`config.mk`:
```
export PLATFORM = sky130hd
export DESIGN_NAME = ahp_port
export DESIGN_NICKNAME = d
export VERILOG_FILES = /design/src/rtl/ahp_fifo.v /design/src/rtl/ahp_port.v
export VERILOG_INCLUDE_DIRS = /design/src /design/src/rtl
export SDC_FILE = /design/constraint.sdc
export NUM_CORES = 1
export LEC_CHECK = 0
export BUFFER_PORTS_ARGS = -buffer_cell sky130_fd_sc_hd__buf_2
export CAP_MARGIN = 25
export CORE_ASPECT_RATIO = 1.4
export CORE_UTILIZATION = 59
export CTS_BUF_LIST = sky130_fd_sc_hd__clkbuf_4 sky130_fd_sc_hd__clkbuf_8
export DETAILED_ROUTE_END_ITERATION = 8
export HOLD_SLACK_MARGIN = 0.1
export MAX_ROUTING_LAYER = met4
export PLACE_DENSITY = 0.8
export REMOVE_ABC_BUFFERS = 1
export SYNTH_ARGS = -nofsm -noshare
export SYNTH_HDL_FRONTEND = slang
export SYNTH_HIERARCHICAL = 1
export SYNTH_SLANG_ARGS = --single-unit
```
`constraint.sdc`:
```
create_clock -name clk -period 9.1 [get_ports clk]
set_input_delay 2.275 -clock clk [delete_from_list [all_inputs] [get_ports clk]]
set_output_delay 2.275 -clock clk [all_outputs]
set_load 0.005 [all_outputs]
```
`src/rtl/ahp_map.vh`:
```
// ahp_map.vh: constants for the host read port of the controller
// assumes inclusion by rtl and bench modules; definitions only
`ifndef AHP_MAP_VH
`define AHP_MAP_VH
// word offsets on the host address (address[7:2] style index)
`define AHP_OFF_CHIP_ID 6'h14
`define AHP_OFF_ENDIAN 6'h19
`define AHP_OFF_IRQ_CFG 6'h15
`define AHP_OFF_INT_FLAGS 6'h16
`define AHP_OFF_RX_FILL 6'h1F
`define AHP_OFF_TX_FILL 6'h20
`define AHP_OFF_PWR_CTRL 6'h21
`define AHP_OFF_GPT_COUNT 6'h24
`define AHP_OFF_FREE_CNT 6'h27
`define AHP_OFF_DROP_CNT 6'h28
`define AHP_OFF_RX_DATA 6'h00
`define AHP_OFF_RX_STAT 6'h10
`define AHP_OFF_TX_STAT 6'h12
// fixed read value of the endian probe word; the pattern is arbitrary
`define AHP_ENDIAN_VAL 32'h0F1E2D3C
// burst limits in accesses
`define AHP_BURST_MAX32 5'h08
`define AHP_BURST_MAX16 5'h10
// timing, ns and clock period in ns
`define AHP_CLK_NS 50
`define AHP_TX_FILL_NS 135
`define AHP_TX_FILL_CYC ((`AHP_TX_FILL_NS) / (`AHP_CLK_NS))
`endif

```
`src/rtl/ahp_fifo.v`:
```
// ahp_fifo.v: synchronous valid/ready fifo, width and depth parameters
// assumes one clock, asynchronous active-high reset, depth a power of two
`timescale 1ns/10ps
`default_nettype none
module ahp_fifo #(
  parameter WIDTH = 32,
  parameter DEPTH = 16,
  parameter AW = 4
) (
  input wire clk,
  input wire rst,
  input wire in_valid,
  output wire in_ready,
  input wire [WIDTH-1:0] in_data,
  output wire out_valid,
  input wire out_ready,
  output wire [WIDTH-1:0] out_data,
  output wire [AW:0] level
);
  reg [WIDTH-1:0] mem [0:DEPTH-1];
  reg [AW:0] wp_r;
  reg [AW:0] rp_r;
  wire do_wr;
  wire do_rd;
  assign level = wp_r - rp_r;
  assign in_ready = (level != DEPTH[AW:0]);
  assign out_valid = (level != {(AW+1){1'b0}});
  assign out_data = mem[rp_r[AW-1:0]];
  assign do_wr = in_valid && in_ready;
  assign do_rd = out_valid && out_ready;
  always @(posedge clk) begin
    if (do_wr) begin
      mem[wp_r[AW-1:0]] <= in_data;
    end
  end
  always @(posedge clk or posedge rst) begin
    if (rst) begin
      wp_r <= {(AW+1){1'b0}};
      rp_r <= {(AW+1){1'b0}};
    end else begin
      if (do_wr) begin
        wp_r <= wp_r + {{AW{1'b0}}, 1'b1};
      end
      if (do_rd) begin
        rp_r <= rp_r + {{AW{1'b0}}, 1'b1};
      end
    end
  end
endmodule
`default_nettype wire

```
`src/rtl/ahp_port.v`:
```
// ahp_port.v: device side of the sram-like programmed-io read port
// assumes strobes already synchronous to clk; the register set lives
// outside and is presented as plain value inputs
`timescale 1ns/10ps
`default_nettype none
`include "ahp_map.vh"
module ahp_port #(
  parameter DW = 32,
  parameter FIFO_DEPTH = 16,
  parameter FIFO_AW = 4
) (
  input wire clk,
  input wire rst,
  input wire chip_select_low,
  input wire read_strobe_low,
  input wire write_strobe_low,
  input wire [5:0] addr,
  input wire bus16,
  input wire [DW-1:0] data_in,
  output reg [DW-1:0] data_out,
  output wire [DW-1:0] data_oe,
  input wire rx_in_valid,
  output wire rx_in_ready,
  input wire [DW-1:0] rx_in_data,
  input wire [DW-1:0] rx_status_word,
  input wire [DW-1:0] tx_status_word,
  output reg rx_status_pop,
  output reg tx_status_pop,
  output reg tx_data_push,
  output reg [DW-1:0] tx_data_word,
  input wire [15:0] tx_free_space,
  input wire [DW-1:0] chip_identity,
  input wire [DW-1:0] irq_line_config,
  input wire [DW-1:0] interrupt_flags,
  input wire [DW-1:0] power_manage_control,
  input wire [DW-1:0] general_timer_count,
  input wire [DW-1:0] free_counter,
  input wire [DW-1:0] dropped_frame_counter,
  output reg [DW-1:0] transmit_fill_info,
  output reg burst_overrun
);
  localparam ST_IDLE = 3'b001;
  localparam ST_READ = 3'b010;
  localparam ST_WRITE = 3'b100;
  localparam integer TXF_CYC = (`AHP_TX_FILL_CYC < 1) ? 1 : `AHP_TX_FILL_CYC;
  // the edge that sees the push is already the first cycle of the wait
  localparam integer TXF_LOAD = TXF_CYC - 1;

  reg [2:0] state_r;
  reg [4:0] beat_r;
  reg [5:0] addr_r;
  reg rd_hi_r;
  reg [DW-1:0] ctr_free_r;
  reg [DW-1:0] ctr_gpt_r;
  reg [DW-1:0] ctr_drop_r;
  reg [DW-1:0] rd_val;
  reg [3:0] txf_wait_r;
  reg txf_pend_r;
  wire rd_act;
  wire wr_act;
  wire rd_start;
  wire addr_step;
  wire rx_out_valid;
  wire rx_out_ready;
  wire [DW-1:0] rx_out_data;
  wire [FIFO_AW:0] rx_level;
  wire [4:0] beat_max;

  // ------------------------------------------------------------
  // cycle framing
  // ------------------------------------------------------------
  assign rd_act = !chip_select_low && !read_strobe_low;
  assign wr_act = !chip_select_low && !write_strobe_low;
  assign rd_start = rd_act && (state_r != ST_READ);
  assign addr_step = rd_act && (state_r == ST_READ) && (addr != addr_r);
  assign beat_max = bus16 ? `AHP_BURST_MAX16 : `AHP_BURST_MAX32;

  ahp_fifo #(
    .WIDTH(DW),
    .DEPTH(FIFO_DEPTH),
    .AW(FIFO_AW)
  ) u_rx_fifo (
    .clk(clk),
    .rst(rst),
    .in_valid(rx_in_valid),
    .in_ready(rx_in_ready),
    .in_data(rx_in_data),
    .out_valid(rx_out_valid),
    .out_ready(rx_out_ready),
    .out_data(rx_out_data),
    .level(rx_level)
  );

  // one fifo word per read access; a halfword pair pops on the upper half
  assign rx_out_ready = (rd_start || addr_step) && (addr == `AHP_OFF_RX_DATA)
    && (!bus16 || rd_hi_r);

  // ------------------------------------------------------------
  // read data selection
  // ------------------------------------------------------------
  always @* begin
    rd_val = {DW{1'b0}};
    case (addr)
      `AHP_OFF_RX_DATA: rd_val = rx_out_valid ? rx_out_data : {DW{1'b0}};
      `AHP_OFF_RX_STAT: rd_val = rx_status_word;
      `AHP_OFF_TX_STAT: rd_val = tx_status_word;
      `AHP_OFF_CHIP_ID: rd_val = chip_identity;
      `AHP_OFF_ENDIAN: rd_val = `AHP_ENDIAN_VAL;
      `AHP_OFF_IRQ_CFG: rd_val = irq_line_config;
      `AHP_OFF_INT_FLAGS: rd_val = interrupt_flags;
      `AHP_OFF_RX_FILL: rd_val = {{(DW-FIFO_AW-1){1'b0}}, rx_level};
      `AHP_OFF_TX_FILL: rd_val = transmit_fill_info;
      `AHP_OFF_PWR_CTRL: rd_val = power_manage_control;
      `AHP_OFF_GPT_COUNT: rd_val = rd_start ? general_timer_count : ctr_gpt_r;
      `AHP_OFF_FREE_CNT: rd_val = rd_start ? free_counter : ctr_free_r;
      `AHP_OFF_DROP_CNT: rd_val = rd_start ? dropped_frame_counter : ctr_drop_r;
      default: rd_val = {DW{1'b0}};
    endcase
  end

  // upper lanes stay released on a 16-bit access
  assign data_oe = (state_r == ST_READ) ?
    (bus16 ? {{(DW/2){1'b0}}, {(DW/2){1'b1}}} : {DW{1'b1}}) : {DW{1'b0}};

  // ------------------------------------------------------------
  // cycle state machine
  // ------------------------------------------------------------
  always @(posedge clk or posedge rst) begin
    if (rst) begin
      state_r <= ST_IDLE;
      beat_r <= 5'h0;
      addr_r <= 6'h0;
      rd_hi_r <= 1'b0;
      data_out <= {DW{1'b0}};
      ctr_free_r <= {DW{1'b0}};
      ctr_gpt_r <= {DW{1'b0}};
      ctr_drop_r <= {DW{1'b0}};
      rx_status_pop <= 1'b0;
      tx_status_pop <= 1'b0;
      tx_data_push <= 1'b0;
      tx_data_word <= {DW{1'b0}};
      burst_overrun <= 1'b0;
    end else begin
      rx_status_pop <= 1'b0;
      tx_status_pop <= 1'b0;
      tx_data_push <= 1'b0;
      case (state_r)
        ST_IDLE: begin
          if (rd_act) begin
            state_r <= ST_READ;
            addr_r <= addr;
            beat_r <= 5'h1;
            burst_overrun <= 1'b0;
            ctr_free_r <= free_counter;
            ctr_gpt_r <= general_timer_count;
            ctr_drop_r <= dropped_frame_counter;
            data_out <= (bus16 && rd_hi_r) ? {{(DW/2){1'b0}}, rd_val[DW-1:DW/2]} : rd_val;
            if (addr == `AHP_OFF_RX_DATA && bus16) begin
              rd_hi_r <= !rd_hi_r;
            end
            rx_status_pop <= (addr == `AHP_OFF_RX_STAT);
            tx_status_pop <= (addr == `AHP_OFF_TX_STAT);
          end else if (wr_act) begin
            state_r <= ST_WRITE;
            if (addr == `AHP_OFF_RX_DATA) begin
              tx_data_push <= 1'b1;
              tx_data_word <= data_in;
            end
          end
        end
        ST_READ: begin
          if (!rd_act) begin
            state_r <= ST_IDLE;
          end else if (addr_step) begin
            addr_r <= addr;
            beat_r <= beat_r + 5'h1;
            if (beat_r >= beat_max) begin
              burst_overrun <= 1'b1;
            end
            data_out <= (bus16 && rd_hi_r) ? {{(DW/2){1'b0}}, rd_val[DW-1:DW/2]} : rd_val;
            if (addr == `AHP_OFF_RX_DATA && bus16) begin
              rd_hi_r <= !rd_hi_r;
            end
          end
        end
        ST_WRITE: begin
          if (!wr_act) begin
            state_r <= ST_IDLE;
          end
        end
        default: state_r <= ST_IDLE;
      endcase
    end
  end

  // ------------------------------------------------------------
  // transmit fill level, refreshed a fixed delay after a push
  // ------------------------------------------------------------
  always @(posedge clk or posedge rst) begin
    if (rst) begin
      txf_wait_r <= 4'h0;
      txf_pend_r <= 1'b0;
      transmit_fill_info <= {DW{1'b0}};
    end else begin
      if (tx_data_push) begin
        txf_pend_r <= 1'b1;
        txf_wait_r <= TXF_LOAD[3:0];
      end else if (txf_pend_r) begin
        if (txf_wait_r <= 4'h1) begin
          txf_pend_r <= 1'b0;
          transmit_fill_info <= {{(DW-16){1'b0}}, tx_free_space};
        end else begin
          txf_wait_r <= txf_wait_r - 4'h1;
        end
      end else begin
        transmit_fill_info <= {{(DW-16){1'b0}}, tx_free_space};
      end
    end
  end
endmodule
`default_nettype wire

```
=== Word-level counts from Yosys, hierarchy flattened ===
Memory sizes are Yosys's and may differ from the RTL's.
Cells that the tools add are included.

* Output and inout port bits: 133
* Flip-flop bits (word level): 226
* Bits in writable memories: 512
* Memories kept: 1
* Input bits: 381

* Mux-type cells: 54
* Equal/unequal tests: 27
* Reductions and logical operators: 29
* Bitwise logic cells: 2
* Magnitude comparators: 2
* $add $sub $neg: 5

{| class="wikitable"
|+ Memories
! name !! depth !! bits a word !! read ports !! clocked after memory_dff !! write ports !! RTL line !! text
|-
| u_rx_fifo.mem || 16 || 32 || 1 || 0 || 1 || ahp_fifo.v:20 || <nowiki>reg [WIDTH-1:0] mem [0:DEPTH-1];</nowiki>
|}

{| class="wikitable"
|+ Operators with widths
! kind !! count
|-
| 32-bit case mux with 13 select lines || 1
|-
| 32-bit two-way mux || 12
|-
| 32-bit case mux with 2 select lines || 1
|-
| 6-bit by 5-bit == test with 1-bit output (second input constant) || 7
|-
| 6-bit == test (second input constant) || 5
|-
| 1-bit two-way mux || 21
|-
| 5-bit two-way mux || 4
|-
| 6-bit two-way mux || 3
|-
| 5-bit by 1-bit adder with 5-bit output (second input constant) || 3
|-
| 3-bit two-way mux || 4
|-
| 4-bit two-way mux || 3
|-
| 2-bit != test (second input constant) || 6
|-
| 6-bit case mux with 2 select lines || 1
|-
| 1-bit logical AND || 11
|-
| 5-bit case mux with 2 select lines || 1
|-
| 3-bit case mux with 3 select lines || 1
|-
| 4-bit AND reduction || 2
|-
| 6-bit logical NOT || 1
|-
| 6-bit != test || 1
|-
| 2-bit AND reduction || 3
|-
| 5-bit greater-or-equal comparator || 1
|-
| 1-bit logical NOT || 5
|-
| 5-bit != test (second input constant) || 1
|-
| 5-bit AND reduction || 1
|-
| other kinds (15) || 20
|}

=== Longest topological paths before layout ===
* Word-level depth: 9
* Depth in mapped cells: 15

=== Modules after synthesis ===
The synthesis kept the hierarchy.

{| class="wikitable"
|+ Modules (own cells, without submodules)
! module !! cells each !! instances !! area an instance (sq um)
|-
| ahp_fifo || 972 || 1 || 20,303.2
|-
| ahp_port || 1,405 || 1 || 11,639.9
|}

=== Least setup slack after synthesis ===
Ideal clock, no wire load.

* Path kind: input-to-output
* From: input port bus16
* To: output port data_oe[17]
* Stages: 2
* Arrival: 3.069 ns
* Buffers on the path: 1
* Path slack: 3.756 ns
* Path through: nor2_1 > buf_4

* Word-level cells in the longest chain between the ends: 2

{| class="wikitable"
|+ Ends and longest elaborated chain
! what !! RTL line !! text
|-
| start, declared || ahp_port.v:18 || <nowiki>input wire bus16,</nowiki>
|-
| 32-bit two-way mux || ahp_port.v:123 || <nowiki>(bus16 ? {{(DW/2){1'b0}}, {(DW/2){1'b1}}} : {DW{1'b1}}) : {DW{1'b0}};</nowiki>
|-
| 32-bit two-way mux || ahp_port.v:122 || <nowiki>assign data_oe = (state_r == ST_READ) ?</nowiki>
|-
| end, declared || ahp_port.v:21 || <nowiki>output wire [DW-1:0] data_oe,</nowiki>
|}

Every way passes these cells.

=== Worst setup path after layout ===
* From: register u_rx_fifo.rp_r[0]
* To: output port rx_in_ready

* Word-level cells in the longest chain between the ends: 2

{| class="wikitable"
|+ Ends and longest elaborated chain
! what !! RTL line !! text
|-
| start, declared || ahp_fifo.v:22 || <nowiki>reg [AW:0] rp_r;</nowiki>
|-
| start signal, assigned || ahp_fifo.v:39 || <nowiki>rp_r <= {(AW+1){1'b0}};</nowiki>
|-
| start signal, assigned || ahp_fifo.v:45 || <nowiki>rp_r <= rp_r + {{AW{1'b0}}, 1'b1};</nowiki>
|-
| 5-bit subtractor || ahp_fifo.v:25 || <nowiki>assign level = wp_r - rp_r;</nowiki>
|-
| via rx_level[1] || ahp_port.v:66 || <nowiki>wire [FIFO_AW:0] rx_level;</nowiki>
|-
| 5-bit != test || ahp_fifo.v:26 || <nowiki>assign in_ready = (level != DEPTH[AW:0]);</nowiki>
|-
| end, declared || ahp_port.v:23 || <nowiki>output wire rx_in_ready,</nowiki>
|}

The timed path passes the listed nets, and every way through them passes these cells.

==> out/qor.yml <==
power_and_ir_drop:
  internal_power_w: 0.00570
  power_w: 0.00783
  p_seq_frac: 0.522
  p_per_area_nw_per_um2: 212
  swShare: 0.272
  p_leak_nw: 15.1
  vdd_drop_max_uv: 127
  p_clk_frac: 0.334
  pwr-share-comb: 0.144
  power_switching_w: 0.00213
floorplanning:
  fp.dieArea_um2: 55100
  std_cell_rows: 100
  coreArea_um2: 53300
  io_pins: 514
  die_w_um: 199
  start_util: 0.599
  die_h_um: 277
synth:
  synth-simple-area-share: 0.121
  ys_seq_elements: 722
  synthArstFlopShare: 0.291
  synth_xor_area_frac: 0.00732
  synth_top_family_by_area: "simple AND/OR/NAND/NOR gates"
  synth.area.mux_share: 0.118
  syn_inst: 2377
  synth_flop_cell: "edfxtp_1"
  synth_area_um2: 31900
  syn_area_per_cell_um2: 13.4
  synth_fa_ha_area_frac: 0.00650
  synth-edff-count: 512
  yosys.area.top_type: "edfxtp_1"
  ys.warnings.count: 6
  synth-compound-area-share: 0.0644
  synthTopCellsByArea: "edfxtp_1 48%, dfrtp_1 16%, mux4_2 9.0%"
  synth_common_cells: "666 x nand2_1, 512 x edfxtp_1, 209 x dfrtp_1, 128 x mux4_2, 70 x clkbuf_1"
  ys_types: 82
  yosysMostFrequentCell: "nand2_1"
  synth_top_area_share: 0.481
  ys_seq_area_frac: 0.646
clock_tree:
  cts.sink_count: 722
  clk_pin_slew_ns: 0.06
  cts_resized: 0
  postCtsHoldBufs: 0
  clock_latency_ns: 0.72
  cts_buffers: 107
  ctsLongestPathBuffers: 3
  clock-root-buffer: "clkbuf_8"
  htreeDepth: 3
  cts_setup_buffers: 0
  tritoncts: "yes"
worst_setup_path:
  crit_type: "reg2out"
  start_kind: "flip-flop"
  endpoint_kind: "output port"
  worstPathMaxFanout: 47
  worstPathRequired_ns: 6.83
  cp.arrival_ns: 3.57
drt:
  drcViolationCount: 0
  avgViaCountPerCell: 6.37
  totalWireLength_um: 104000
  initialDrtViolationCount: 3023
  first_pass_iters: 8
  avgRoutedWirePerCell_um: 28.3
  drtAntennaViolNets: 0
  vias: 23400
timing:
  hold_violations: 0
  min_period_ns: 5.85
  finalSetupViolCount: 0
  worstMarginPinSlew_ns: 1.09
  tns_ns: 0
  drv_slew: 0
  fin_crit_sh: 0.642
  rsz0062_at_grt: "no"
  fmaxAchievable_mhz: 171
  final.setup.worst_slack_ns: 3.25
  relSlewSlack: 0.272
  fin_worst_skew_ns: 0.0366
global_route:
  grt_pass1_wl_um: 150000
  grt_overflow: 0
  grt_usage: 0.393
  antenna_found_initial: 21
  grt_pass1_vias: 23300
  grt_use_met1: 0.472
  use_met3: 0.0958
  use_met2: 0.590
  grt_max_degree: 97
  grt_busiest_layer: "met2"
cells_and_area:
  final_layout_size_suffix_gt1_frac: 0.307
  area_growth_pct: 15.6
  fin_util: 0.693
  final_nets: 3251
run:
  drv_cap: 0
placed_design:
  place.gp.congestion: 0.992
  pre_cts_ws_ns: 3.41
  io_buffers: 497
  dp_hpwl_um: 70200
status:
  outcome: "completed"
min_path:
  min_path_type: "reg2reg"
## power by group through the flow
| stage | combinational [W] | clock (W) | sequential, W |
|---|---|---|---|
| after global placement | 0.00107 | 0 | 0.00411 |
| after CTS | 0.00111 | 0.00264 | 0.00408 |
| after global routing | 0.00120 | 0.00278 | 0.00411 |
| after floorplan | 0.000659 | 0 | 0.00411 |
| final | 0.00113 | 0.00262 | 0.00408 |
| after detailed placement | 0.00110 | 0 | 0.00414 |
## cells in the final DEF, fill, tap and decap left out, types with 9 or more instances in the layout
cell type,synthesis,layout
nor3_1,13,12
mux2_2,19,19
nand3b_1,13,13
a22o_1,13,13
conb_1,1,16
dfrtp_1,209,206
nand3_1,34,34
o22ai_1,11,11
buf_2,49,497
o21ai_0,35,35
mux2i_1,61,61
nand2_1,666,664
mux4_2,128,128
xor2_1,10,10
a31oi_1,36,36
and2_1,10,9
a221oi_1,13,13
a222oi_1,12,12
buf_4,56,45
inv_1,20,18
a22oi_1,53,53
ha_1,15,15
nor4_1,15,15
clkinv_1,0,20
clkbuf_8,0,114
edfxtp_1,512,512
xnor2_1,13,13
nor2_1,32,28
nand2b_1,9,9
clkinv_2,0,13
clkbuf_4,0,40
a21oi_1,67,67
and3_1,54,54
diode_2,0,22
## critical path, stage by stage, from the launching register on
cell      delay [ns]
dfrtp_4         1.02
ha_1            0.31
inv_1           0.06
fa_1            0.53
nand3b_1        0.23
a211oi_2        0.32
o22ai_4         0.17
buf_2           0.16
## flip-flops by register name, summed over array words and instances, names as in the netlist, 3 cells and up
name                cells
state_r                 3
txf_wait_r              4
data_out               32
ctr_gpt_r              32
tx_data_word           32
ctr_drop_r             32
beat_r                  5
addr_r                  6
transmit_fill_info     16
u_rx_fifo/wp_r          5
ctr_free_r             32
u_rx_fifo/rp_r          5
u_rx_fifo/mem         512
## area by class of cell
cell class                 instances  area (um2)
timing repair buffer             544        2880
sequential                       722       20600
multi-input combinational       1458       10200
antenna                           22        55.1
fill                            3720       16400
clock inverter                    39         246
tap                              714         893
inverter                          21        98.8
clock buffer                     154        1870
## worst paths after layout
path,start,to,slack [ns],cells after the start
setup / recovery,u_rx_fifo/rp_r[0],rx_in_ready,3.25,7
hold / removal,ctr_free_r[14],ctr_free_r[14],0.47,2
setup reg to reg,u_rx_fifo/rp_r[0],data_out[2],4.17,12
hold reg to reg,ctr_free_r[14],ctr_free_r[14],0.47,2
max in group asynchronous,rst,transmit_fill_info[2],6.09,3
min in group asynchronous,rst,u_rx_fifo/rp_r[0],1.58,2
## metal layers
layer / vias to the layer above / part of all wire / wire length, um
met4: 0 / 0.072 / 7440
met1: 11500 / 0.34 / 34900
met5: - / 0 / 0
met2: 1736 / 0.47 / 49300
li1: 9749 / - / -
met3: 417 / 0.12 / 12400
## cell families after synthesis
group	count (synthesis)
other	1
XOR/XNOR	25
AND/OR/NAND/NOR	892
AO/OA/AOI/OAI	297
flip-flops	722
adder cells (fa/ha/maj)	16
buffers and inverters	212
multiplexers	212
## stage by stage
| step | area, um2 | hold slack (ns) | std cells |
|---|---|---|---|
| floorplan | 30900 | 0.438 | 2201 |
| global placement | 34700 | 0.451 | 3456 |
| detailed placement | 34700 | 0.460 | 3456 |
| CTS | 36800 | 0.477 | 3649 |
| global route | 36900 | 0.492 | 3672 |
| finish | 36900 | 0.473 | 3674 |
No activity file was read; power rests on OpenSTA's default activity.
